[src/core/scl_map.svh]
`ifndef SCL_MAP_SVH
`define SCL_MAP_SVH
// ****************************************************************
// Register byte addresses
// ****************************************************************
`define SCL_A_DR0      8'h00
`define SCL_A_DR1      8'h04
`define SCL_A_DR2      8'h08
`define SCL_A_DR3      8'h0c
`define SCL_A_PS0      8'h10
`define SCL_A_PS1      8'h14
`define SCL_A_CTRL     8'h18
`define SCL_A_STAT     8'h1c
// ****************************************************************
// Mode page constants and sense codes
// ****************************************************************
`define SCL_DR_CODE    6'h02
`define SCL_DR_LEN     8'h0e
`define SCL_PS_CODE    6'h19
`define SCL_PS_LEN     8'h06
`define SCL_PS_PROTO   4'h6
`define SCL_SK_ILLREQ  4'h5
`define SCL_ASC_FIELD  8'h26
`define SCL_CTRL_COMMIT 0
`define SCL_NXL_RST    16'h07d0
`define SCL_BLK_SHIFT  9
// ****************************************************************
// Timing
// ****************************************************************
`define SCL_CLK_NS     25
`define SCL_MS_NS      1000000
`define SCL_MS_CYC     (`SCL_MS_NS / `SCL_CLK_NS)
`define SCL_TICK100_MS 7'h64
`endif

[src/core/scl_pkg.sv]
package scl_pkg;
  // Active connection limits, all in their page units
  typedef struct packed {
    logic [15:0] inact;
    logic [15:0] conn;
    logic [15:0] burst;
    logic [15:0] first;
    logic [15:0] nxloss;
  } scl_lim_t;

  // Outcome of the last page commit
  typedef struct packed {
    logic [7:0] asc;
    logic [3:0] skey;
    logic       chk;
    logic       ok;
  } scl_stat_t;

  // Close sequencing for the connection
  typedef enum logic [1:0] {SCL_IDLE, SCL_OPEN, SCL_WAITF, SCL_DONE} scl_conn_t;
endpackage

[src/core/scl_core.sv]
`timescale 1ns/1ps
`include "scl_map.svh"
module scl_core #(
  parameter int P_MS_CYC = `SCL_MS_CYC
) (
  input  wire logic        i_clk,
  input  wire logic        i_rstn,
  input  wire logic        i_psel,
  input  wire logic        i_penable,
  input  wire logic        i_pwrite,
  input  wire logic [7:0]  i_paddr,
  input  wire logic [31:0] i_pwdata,
  output logic [31:0]      o_prdata,
  output logic             o_pready,
  output logic             o_pslverr,
  input  wire logic        i_conn_open,
  input  wire logic        i_conn_closed,
  input  wire logic        i_frame_tx,
  input  wire logic        i_frame_busy,
  input  wire logic        i_rd_frame,
  input  wire logic [15:0] i_rd_nexus,
  input  wire logic [15:0] i_rd_bytes,
  input  wire logic        i_rd_single,
  input  wire logic        i_wr_cmd,
  input  wire logic [31:0] i_wr_len,
  input  wire logic        i_xrdy_ack,
  input  wire logic        i_rej_nodest,
  input  wire logic        i_open_ok,
  output logic             o_done_req,
  output logic             o_rd_hold,
  output logic             o_xrdy_valid,
  output logic [31:0]      o_xrdy_len,
  output logic             o_nexus_loss
);
  import scl_pkg::*;

  // ****************************************************************
  // Register bus
  // ****************************************************************
  logic [31:0]     dr_ff [4];
  logic [31:0]     ps_ff [2];
  scl_lim_t        lim_ff;
  scl_stat_t       stat_ff;
  logic            pready_ff;
  logic            pslverr_ff;
  logic [31:0]     prdata_ff;
  logic [31:0]     nxt_prdata;
  logic            acc;
  logic            wr_take;
  logic            mapped;
  logic            commit;

  // Answer one cycle into the access phase; write lands at the pready edge
  assign acc     = i_psel && i_penable && !pready_ff;
  assign wr_take = i_psel && i_penable && pready_ff && i_pwrite && mapped;
  assign mapped  = (i_paddr[1:0] == 2'b00) && (i_paddr <= `SCL_A_STAT);
  assign commit  = wr_take && (i_paddr == `SCL_A_CTRL) && i_pwdata[`SCL_CTRL_COMMIT];
  // Read mux, unmapped reads return zero
  always_comb begin
    nxt_prdata = 32'h0000_0000;
    unique case (i_paddr)
      `SCL_A_DR0:  nxt_prdata = dr_ff[0];
      `SCL_A_DR1:  nxt_prdata = dr_ff[1];
      `SCL_A_DR2:  nxt_prdata = dr_ff[2];
      `SCL_A_DR3:  nxt_prdata = dr_ff[3];
      `SCL_A_PS0:  nxt_prdata = ps_ff[0];
      `SCL_A_PS1:  nxt_prdata = ps_ff[1];
      `SCL_A_STAT: nxt_prdata = {18'h0, stat_ff};
      default:     nxt_prdata = 32'h0000_0000;
    endcase
  end
  // Bus handshake flops
  always_ff @(posedge i_clk) begin
    if (!i_rstn) begin
      pready_ff  <= 1'b0;
      pslverr_ff <= 1'b0;
      prdata_ff  <= 32'h0000_0000;
    end else begin
      pready_ff  <= acc;
      pslverr_ff <= acc && !mapped;
      prdata_ff  <= acc ? nxt_prdata : 32'h0000_0000;
    end
  end

  // Page image words; a word write stores the whole 32 bits
  genvar g;
  generate
    for (g = 0; g < 4; g++) begin : g_dr
      always_ff @(posedge i_clk) begin
        if (!i_rstn) begin
          dr_ff[g] <= 32'h0000_0000;
        end else if (wr_take && i_paddr == (`SCL_A_DR0 + 8'(g * 4))) begin
          dr_ff[g] <= i_pwdata;
        end
      end
    end
    for (g = 0; g < 2; g++) begin : g_ps
      always_ff @(posedge i_clk) begin
        if (!i_rstn) begin
          ps_ff[g] <= 32'h0000_0000;
        end else if (wr_take && i_paddr == (`SCL_A_PS0 + 8'(g * 4))) begin
          ps_ff[g] <= i_pwdata;
        end
      end
    end
  endgenerate

  // ****************************************************************
  // Page validation
  // ****************************************************************
  logic [7:0] dr_b [16];
  logic [7:0] ps_b [8];
  logic       dr_ok;
  logic       ps_ok;
  generate
    for (g = 0; g < 16; g++) begin : g_drb
      assign dr_b[g] = dr_ff[g / 4][8 * (g % 4) +: 8];
    end
    for (g = 0; g < 8; g++) begin : g_psb
      assign ps_b[g] = ps_ff[g / 4][8 * (g % 4) +: 8];
    end
  endgenerate

  // Byte 0 holds the saveable flag in bit 7, which is allowed either way
  assign dr_ok = (dr_b[0][5:0] == `SCL_DR_CODE) && (dr_b[1] == `SCL_DR_LEN)
              && !dr_b[0][6] && (dr_b[2] == 8'h00) && (dr_b[3] == 8'h00)
              && (dr_b[6] == 8'h00) && (dr_b[7] == 8'h00)
              && (dr_b[12] == 8'h00) && (dr_b[13] == 8'h00);
  assign ps_ok = (ps_b[0][5:0] == `SCL_PS_CODE) && (ps_b[1] == `SCL_PS_LEN)
              && !ps_b[0][6] && (ps_b[2] == {4'h0, `SCL_PS_PROTO})
              && (ps_b[3] == 8'h00) && (ps_b[6] == 8'h00)
              && (ps_b[7] == 8'h00);

  // Limits only change on a clean commit, so a bad page leaves the old ones
  always_ff @(posedge i_clk) begin
    if (!i_rstn) begin
      lim_ff  <= '{inact: 16'h0000, conn: 16'h0000, burst: 16'h0000,
                   first: 16'h0000, nxloss: `SCL_NXL_RST};
      stat_ff <= '0;
    end else if (commit) begin
      if (dr_ok && ps_ok) begin
        lim_ff  <= '{inact: {dr_b[4], dr_b[5]}, conn: {dr_b[8], dr_b[9]},
                     burst: {dr_b[10], dr_b[11]}, first: {dr_b[14], dr_b[15]},
                     nxloss: {ps_b[4], ps_b[5]}};
        stat_ff <= '{asc: 8'h00, skey: 4'h0, chk: 1'b0, ok: 1'b1};
      end else begin
        stat_ff <= '{asc: `SCL_ASC_FIELD, skey: `SCL_SK_ILLREQ,
                     chk: 1'b1, ok: 1'b0};
      end
    end
  end

  // ****************************************************************
  // Time base
  // ****************************************************************
  logic [31:0] ms_cnt_ff;
  logic [6:0]  t100_cnt_ff;
  logic        ms_tick_ff;
  logic        t100_tick_ff;
  logic        ms_wrap;
  logic        t100_wrap;

  assign ms_wrap   = (ms_cnt_ff == 32'(P_MS_CYC - 1));
  assign t100_wrap = ms_wrap && (t100_cnt_ff == (`SCL_TICK100_MS - 7'h01));

  // Restarted on open so each connection starts on a full period
  always_ff @(posedge i_clk) begin
    if (!i_rstn || i_conn_open) begin
      ms_cnt_ff    <= 32'h0000_0000;
      t100_cnt_ff  <= 7'h00;
      ms_tick_ff   <= 1'b0;
      t100_tick_ff <= 1'b0;
    end else begin
      ms_cnt_ff    <= ms_wrap ? 32'h0000_0000 : ms_cnt_ff + 32'h0000_0001;
      t100_cnt_ff  <= ms_wrap ? (t100_wrap ? 7'h00 : t100_cnt_ff + 7'h01) : t100_cnt_ff;
      ms_tick_ff   <= ms_wrap;
      t100_tick_ff <= t100_wrap;
    end
  end

  // ****************************************************************
  // Inactivity and duration limits
  // ****************************************************************
  scl_conn_t   st_ff;
  scl_conn_t   nxt_st;
  logic [15:0] idle_ff;
  logic [15:0] dur_ff;
  logic        idle_over;
  logic        dur_over;
  logic        burst_close;

  assign idle_over = (lim_ff.inact != 16'h0000) && (idle_ff > lim_ff.inact);
  assign dur_over  = (lim_ff.conn != 16'h0000) && (dur_ff >= lim_ff.conn);

  // Counters saturate rather than wrap so a long gap cannot look short
  always_ff @(posedge i_clk) begin
    if (!i_rstn || i_conn_open) begin
      idle_ff <= 16'h0000;
      dur_ff  <= 16'h0000;
    end else begin
      if (i_frame_tx) begin
        idle_ff <= 16'h0000;
      end else if (t100_tick_ff && idle_ff != 16'hffff) begin
        idle_ff <= idle_ff + 16'h0001;
      end
      if (t100_tick_ff && dur_ff != 16'hffff) begin
        dur_ff <= dur_ff + 16'h0001;
      end
    end
  end

  // Close sequencing; DONE request holds until the link closes
  always_comb begin
    nxt_st = st_ff;
    unique case (st_ff)
      SCL_IDLE:  if (i_conn_open) nxt_st = SCL_OPEN;
      SCL_OPEN: begin
        if (idle_over || burst_close) begin
          nxt_st = SCL_DONE;
        end else if (dur_over) begin
          nxt_st = i_frame_busy ? SCL_WAITF : SCL_DONE;
        end
      end
      SCL_WAITF: if (!i_frame_busy) nxt_st = SCL_DONE;
      SCL_DONE:  nxt_st = SCL_DONE;
    endcase
    if (i_conn_closed) begin
      nxt_st = SCL_IDLE;
    end
  end

  // State and DONE request flops
  logic done_ff;
  always_ff @(posedge i_clk) begin
    if (!i_rstn) begin
      st_ff   <= SCL_IDLE;
      done_ff <= 1'b0;
    end else begin
      st_ff   <= nxt_st;
      done_ff <= (nxt_st == SCL_DONE);
    end
  end

  // ****************************************************************
  // Read burst per nexus
  // ****************************************************************
  logic [15:0] nex_ff;
  logic [31:0] rd_cnt_ff;
  logic [31:0] nxt_rd_cnt;
  logic [31:0] cap_bytes;
  logic        rd_hold_ff;
  logic        cap_on;

  assign cap_on     = (lim_ff.burst != 16'h0000);
  assign cap_bytes  = {16'h0000, lim_ff.burst} << `SCL_BLK_SHIFT;
  assign nxt_rd_cnt = (i_rd_nexus == nex_ff) ? rd_cnt_ff + {16'h0000, i_rd_bytes}
                                             : {16'h0000, i_rd_bytes};
  assign burst_close = rd_hold_ff && i_rd_single;

  // A frame for another nexus restarts the tally for that nexus
  always_ff @(posedge i_clk) begin
    if (!i_rstn || i_conn_open) begin
      nex_ff     <= 16'h0000;
      rd_cnt_ff  <= 32'h0000_0000;
      rd_hold_ff <= 1'b0;
    end else if (i_rd_frame) begin
      nex_ff     <= i_rd_nexus;
      rd_cnt_ff  <= nxt_rd_cnt;
      rd_hold_ff <= cap_on && (nxt_rd_cnt >= cap_bytes);
    end
  end

  // ****************************************************************
  // Write transfer requests
  // ****************************************************************
  logic [31:0] rem_ff;
  logic [31:0] fb_bytes;
  logic [31:0] rem_new;
  logic [31:0] rem_cur;
  logic [31:0] xr_len;
  logic        xr_valid_ff;
  logic [31:0] xr_len_ff;

  assign fb_bytes = {16'h0000, lim_ff.first} << `SCL_BLK_SHIFT;
  assign rem_new  = (i_wr_len > fb_bytes) ? i_wr_len - fb_bytes : 32'h0000_0000;
  assign rem_cur  = (xr_valid_ff && i_xrdy_ack) ? rem_ff - xr_len_ff : rem_ff;
  assign xr_len   = (cap_on && rem_cur > cap_bytes) ? cap_bytes : rem_cur;

  // Next request is offered as soon as the previous one is taken
  always_ff @(posedge i_clk) begin
    if (!i_rstn) begin
      rem_ff      <= 32'h0000_0000;
      xr_valid_ff <= 1'b0;
      xr_len_ff   <= 32'h0000_0000;
    end else if (i_wr_cmd && !xr_valid_ff) begin
      rem_ff      <= rem_new;
      xr_valid_ff <= (rem_new != 32'h0000_0000);
      xr_len_ff   <= (cap_on && rem_new > cap_bytes) ? cap_bytes : rem_new;
    end else if (xr_valid_ff && i_xrdy_ack) begin
      rem_ff      <= rem_cur;
      xr_valid_ff <= (rem_cur != 32'h0000_0000);
      xr_len_ff   <= xr_len;
    end
  end

  // ****************************************************************
  // Nexus loss window
  // ****************************************************************
  logic        arm_ff;
  logic [15:0] rty_ff;
  logic        loss_ff;
  logic        loss_hit;

  assign loss_hit = arm_ff && (lim_ff.nxloss != 16'h0000)
                 && (rty_ff >= lim_ff.nxloss);

  // Window starts at the first no-destination reject, ends on a successful open (i_open_ok)
  always_ff @(posedge i_clk) begin
    if (!i_rstn || i_open_ok) begin
      arm_ff  <= 1'b0;
      rty_ff  <= 16'h0000;
      loss_ff <= 1'b0;
    end else begin
      loss_ff <= loss_hit;
      if (loss_hit) begin
        arm_ff <= 1'b0;
        rty_ff <= 16'h0000;
      end else if (i_rej_nodest && !arm_ff) begin
        arm_ff <= 1'b1;
        rty_ff <= 16'h0000;
      end else if (arm_ff && ms_tick_ff && rty_ff != 16'hffff) begin
        rty_ff <= rty_ff + 16'h0001;
      end
    end
  end

  // ****************************************************************
  // Outputs
  // ****************************************************************
  assign o_prdata     = prdata_ff;
  assign o_pready     = pready_ff;
  assign o_pslverr    = pslverr_ff;
  assign o_done_req   = done_ff;
  assign o_rd_hold    = rd_hold_ff;
  assign o_xrdy_valid = xr_valid_ff;
  assign o_xrdy_len   = xr_len_ff;
  assign o_nexus_loss = loss_ff;
endmodule

[config.mk]
export PLATFORM = sky130hd
export DESIGN_NAME = scl_core
export DESIGN_NICKNAME = d
export VERILOG_FILES = /design/src/core/scl_pkg.sv /design/src/core/scl_core.sv
export VERILOG_INCLUDE_DIRS = /design/src /design/src/core
export SDC_FILE = /design/constraint.sdc
export NUM_CORES = 1
export LEC_CHECK = 0
export BUFFER_PORTS_ARGS = -buffer_cell sky130_fd_sc_hd__buf_4
export CORE_AREA = 3 3 261 186
export CTS_CLUSTER_SIZE = 25
export DETAILED_ROUTE_END_ITERATION = 10
export DIE_AREA = 0 0 264 189
export PLACE_DENSITY = 0.83
export SYNTH_ARGS = -nofsm -noshare
export SYNTH_HDL_FRONTEND = slang
export SYNTH_SLANG_ARGS = --single-unit
[constraint.sdc]
create_clock -name i_clk -period 4.94 [get_ports i_clk]
set_input_delay 0.247 -clock i_clk [delete_from_list [all_inputs] [get_ports i_clk]]
set_output_delay 0.247 -clock i_clk [all_outputs]
set_load 0.02 [all_outputs]
After elaboration in Yosys (flattened, before gate mapping):

Memories as Yosys holds them, arrays and structs flattened.
Index checks and enable logic that the tools add are counted.

* muxes and demuxes: 46
* $lt $le $gt $ge: 8
* equal/unequal tests: 22
* $mul: 0
* bitwise gates (word level): 6
* div/mod/pow operators: 0
* reduce and logical (&&, ||, !) cells: 81
* shift operators: 0
* $add $sub $neg: 8

Operator list (count)
* $mux W32: 15
* $pmux W32 S7: 1
* $gt A32 B25 Y1: 3
* $logic_not A8 Y1: 10
* $reduce_bool A16 Y1: 4
* $reduce_bool A32 Y1: 2
* $add A16 B1 Y16 const B: 3
* $ne A16 B16 Y1 const B: 3
* $logic_and A1 B1 Y1: 46
* $add A32 B1 Y32 const B: 1
* $add A32 B16 Y32: 1
* $eq A32 B16 Y1 const B: 1
* $eq A8 B5 Y1 const B: 4
* $ge A16 B16 Y1: 2
* $ge A32 B25 Y1: 1
* $sub A32 B25 Y32: 1
* $sub A32 B32 Y32: 1
* $eq A8 B3 Y1 const B: 3
* $eq A8 B4 Y1 const B: 3
* $mux W1: 22
* $eq A16 B16 Y1: 1
* $gt A16 B16 Y1: 1
* $mux W12: 1
* $mux W2: 5
* other kinds (17): 36

* memories kept: 2
* memory bits (writable): 192
* bits in latches: 0
* memory bits (read-only): 0
* register bits: 336

Memories
* dr_ff: words 4, width 32, read ports 4, clocked after Yosys merged registers in 0, write ports 4, RTL line scl_core.sv:40 `logic [31:0] dr_ff [4];`
* ps_ff: words 2, width 32, read ports 2, clocked after Yosys merged registers in 0, write ports 2, RTL line scl_core.sv:41 `logic [31:0] ps_ff [2];`

Depth between registers and ports, before layout:

An unclocked memory read counts as a cell.

* depth in word-level cells: 12
* mapped depth: 25
* mapped depth without buffers: 24

Worst setup path after synthesis:

OpenSTA, ideal clock, no wires.

* path type: register to register
* start point: reg xr_len_ff[8] (netlist: o_xrdy_len[8])
* end point: reg xr_len_ff[10] (netlist: o_xrdy_len[10])
* library setup time: 128 ps
* data arrival time: 4426 ps
* slack: 386 ps
* cell stages (with the launch flop): 25
* path through: dfxtp_1 > inv_1 > ha_1 > a21oi_1 > o21ai_1 > and3_1 > nor3b_2 > o21ai_1 > a21oi_1 > xnor2_1 > and2_1 > a21o_1 > ha_1 > a21oi_1 > nor2b_1 > o21ai_0 > a211oi_1 > a211oi_1 > o21ai_0 > a21o_1 > o21ai_0 > a41o_1 > buf_1 > mux2i_1 > o32ai_1

* longest elaborated chain between the ends: 7

RTL lines
* start: declaration: RTL line scl_core.sv:282 `logic [31:0] xr_len_ff;`
* start signal: assignment: RTL line scl_core.sv:298 `xr_len_ff <= (cap_on && rem_new > cap_bytes) ? cap_bytes : rem_new;`
* start signal: assignment: RTL line scl_core.sv:302 `xr_len_ff <= xr_len;`
* $sub A32 B32 Y32 *: RTL line scl_core.sv:286 `assign rem_cur = (xr_valid_ff && i_xrdy_ack) ? rem_ff - xr_len_ff : rem_ff;`
* $mux W32 *: RTL line scl_core.sv:286
* $gt A32 B25 Y1: RTL line scl_core.sv:287 `assign xr_len = (cap_on && rem_cur > cap_bytes) ? cap_bytes : rem_cur;`
* $logic_and A1 B1 Y1: RTL line scl_core.sv:287
* $mux W32 *: RTL line scl_core.sv:287
* $mux W32 *: RTL line scl_core.sv:299 `end else if (xr_valid_ff && i_xrdy_ack) begin`
* $mux W32 *: RTL line scl_core.sv:295 `end else if (i_wr_cmd && !xr_valid_ff) begin`

Every way passes the cells marked *; elsewhere a longest branch is shown, timed or not. The select of a mux whose other input is x is not followed.
A chain may end at the register's enable or synchronous reset.

Worst setup path after layout:

* start point: reg fb_bytes[10] (netlist name)
* end point: reg xr_len_ff[11] (netlist: o_xrdy_len[11])

* longest elaborated chain between the ends: 6
* elaborated cells between the ends (all ways): 7

RTL lines
* $sub A32 B25 Y32 or $gt A32 B25 Y1 (tied branches): RTL line scl_core.sv:285 `assign rem_new = (i_wr_len > fb_bytes) ? i_wr_len - fb_bytes : 32'h0000_0000;`
* $mux W32 *: RTL line scl_core.sv:285
* $gt A32 B25 Y1: RTL line scl_core.sv:298
* $logic_and A1 B1 Y1: RTL line scl_core.sv:298
* $mux W32 *: RTL line scl_core.sv:298
* $mux W32 *: RTL line scl_core.sv:295

Every way passes the cells marked *; elsewhere a longest branch is shown, timed or not.

==> results.toml <==
[status]
outcome = "finished clean"

[critical_path]
path_class = "flip-flop to flip-flop"
reg2reg_from = "fb_bytes[10]$_SDFFE_PN0P_"
worstSetupEndpointType = "flip-flop"
worstPathRequired_ns = 5.43
critPathLaunchType = "flip-flop"
critPathMaxFanout = 6
critical_path.startpoint = "fb_bytes[10]$_SDFFE_PN0P_"
cp_data_arrival_time_ns = 5.34

[worst_hold_path]
min-delay-start = "i_rd_bytes[7]"
hold_class = "input port to flip-flop"

[grt]
overflow = 0
grt_max_degree = 74
grt_pass1_vias = 24400
grt_antenna_before_repair = 8
grt_first_pass_wirelength_um = 143000
grt_usage_pct = 36.3

[yosys]
synthFlopType = "dfxtp_1"
yosysSeqAreaShare_pct = 43.6
synth.most_common_cell = "nor2_1"
async_flop_share_pct = 0
yosys-top-cells-area = "dfxtp_1 23%, edfxtp_1 21%, ha_1 7.3%"
ys_warn_count = 0
synth_common_cells = "357 x nor2_1, 324 x dfxtp_1, 208 x and2_1, 192 x edfxtp_1, 176 x nand2_1"
synthesis.nets = 3314
syn_inst = 3028
synthesis.area_um2 = 28100
synth_top_area_share_pct = 23.1
synth_seq_cells = 516
yosysUniqueCellTypes = 79
avgSynthCellArea_um2 = 9.28
synth_edf_count = 192
yosysTopAreaCell = "dfxtp_1"

[clocking]
cts_root_buffer = "clkbuf_16"
clock_latency_ns = 0.60
cts_sinks = 516
htreeDepth = 2
clk_pin_slew_ns = 0.07
cts_inserted_buffers = 50
clockBufferDepth = 3
cts_tree = "yes"

[finish]
area_delta_synth_final_pct = 18.9
drive_gt1_share_pct = 14.4
fillCellCount = 3336
fin_util_pct = 72.2
num-nets-final = 3598

[sta]
whs_ns = 0.0351
setup_tns_ns = 0
clock_skew_ns = 0.0268
clock.fmax_mhz = 206
tightest_slew_ns = 1.16
finalHoldViolCount = 0
finalCritPeriodShare_pct = 98.2
maxSlewHeadroom_pct = 22.6
min_period_ns = 4.85
slew_viol_final = 0
setup_violations = 0
rsz0062_at_grt = "true"

[placed_design]
gp_congestion = 1.01
dp_hpwl_um = 66500
portBuffers = 188

[drt]
dr_wl_met2_um = 39000
drt-met1-wl_um = 38400
avgRoutedWirePerCell_um = 23.6
drc_errors = 0
wl_um = 93500
num_vias = 25600
dr_wl_met3_um = 13100
drt-pass1-iter-count = 8
first_iter_violations = 3428
via_per_inst = 6.45
top_layer_used = "met5"
ant_nets = 0

[die]
num_rows = 66
ioPinCount = 189
die_area_um2 = 49900
initial_utilization_pct = 60.7
core_area_um2 = 46200
die_h_um = 189
die_x_um = 264

[pwr]
p_leak_nw = 12.9
p_per_area_nw_per_um2 = 330
ir_worst_vdd_uv = 241

[run]
drv_cap = 0
[power by group]
group	total, mW	leakage, nW	internal, mW	switching (mW)
registers	4.65	4.63	4.53	0.122
clock network	4.06	0.819	2.33	1.73
logic	2.30	7.47	0.936	1.36
total	11.0	12.9	7.79	3.22
[cells in the final DEF (no fill, tap or decap), types with 10 or more instances in the layout]
cell type / n
a211oi_1: 32
a21o_1: 46
a21oi_1: 129
a21oi_2: 10
a221oi_1: 19
a22oi_1: 101
a31oi_1: 51
and2_1: 208
and3_1: 29
buf_4: 309
clkbuf_1: 13
clkbuf_16: 53
dfxtp_1: 324
dlygate4sd3_1: 61
edfxtp_1: 192
ha_1: 162
inv_1: 147
mux2_2: 10
mux2i_1: 131
nand2_1: 175
nand2b_1: 16
nand3_1: 71
nand4_1: 52
nor2_1: 350
nor2b_1: 17
nor3_1: 41
nor4_1: 53
o211ai_1: 14
o21a_1: 14
o21ai_0: 109
o22ai_1: 10
or3_1: 20
or4_1: 14
xnor2_1: 78
xor2_1: 71
[per-layer routing]
layer / vias up / track usage, %
met3: 251 / 12.6
met4: 12 / 10.4
met5: - / 0
met1: 12200 / 51.0
met2: 1573 / 52.9
li1: 11500 / -
[state kept, by name, indices dropped and copies added, names as in the netlist, 32 cells and up]
name,cells
rem_ff,32
o_prdata,32
rd_cnt_ff,32
ms_cnt_ff,32
lim_ff,48
ps_ff,64
dr_ff,128
o_xrdy_len,32
[stage by stage]
step | std cells | setup slack, ns | power, mW | cell area [um2]
6_report | 3967 | 0.0903 | 11.0 | 33400
5_1_grt | 3965 | -0.112 | 11.4 | 33400
4_1_cts | 3961 | 0.00424 | 10.9 | 33200
3_5_place_dp | 3807 | -0.000823 | 6.83 | 30800
3_3_place_gp | 3807 | 0.147 | 6.80 | 30800
2_1_floorplan | 3028 | 0.386 | 5.99 | 28100
[logic make-up (layout without fill, tap and decap cells)]
kind of cell	Yosys count	in the layout	synth area share, %
buffers and inverters	292	617	3.93
flip-flops	516	516	43.6
XOR/XNOR	151	151	4.71
AND/OR/NAND/NOR	1110	1110	19.8
other	0	2	0
multiplexers	143	143	5.14
adder cells (fa/ha/maj)	167	167	7.52
AO/OA/AOI/OAI	649	649	15.3
[worst max-delay path, stage by stage (launching register included)]
cell and delay, ns:
dfxtp_1 0.33, inv_1 0.08, ha_1 0.28, nor2b_1 0.16, o31ai_2 0.34, a211oi_1 0.13, o21bai_1 0.31, a21oi_2 0.12
o21ai_2 0.21, a21oi_2 0.08, a311oi_2 0.20, buf_4 0.20, ha_4 0.21, a21o_1 0.16, a21o_1 0.17, a21oi_1 0.14
o31ai_1 0.09, buf_4 0.15, o21ai_1 0.14, o2111a_1 0.26, nor2_1 0.07, buf_4 0.22, buf_4 0.15, o311a_1 0.30
o32ai_2 0.25
[path summary, 6_finish.rpt]
check,depth (start not counted),slack (ns),to
worst max-delay path,24,0.09,o_xrdy_len[11]$_SDFFE_PN0P_
worst min register to register,1,0.47,ms_cnt_ff[0]$_SDFF_PP0_
worst min-delay path,4,0.04,rd_cnt_ff[7]$_SDFFE_PP0P_
worst max register to register,24,0.09,o_xrdy_len[11]$_SDFFE_PN0P_
[cell type report]
cell class | instances | area [um2] | area share (%)
Multi-Input combinational cell | 2220 | 15100 | 45.1
Sequential cell | 516 | 12300 | 36.7
Timing Repair Buffer | 375 | 3030 | 9.07
Clock buffer | 70 | 1410 | 4.23
Tap cell | 612 | 766 | 2.29
Inverter | 149 | 562 | 1.68
Clock inverter | 23 | 299 | 0.895
Antenna cell | 2 | 5.00 | 0.0150
[timing repair]
item | CTS | global route
pin swaps | 0 | 18
buffers inserted | 0 | 4
resized for setup | 3 | 49
hold endpoints to repair | 179 | 0
hold buffers | 61 | 0
endpoints found under the setup margin | 14 | 34
Power figures use the tool's default switching activity.
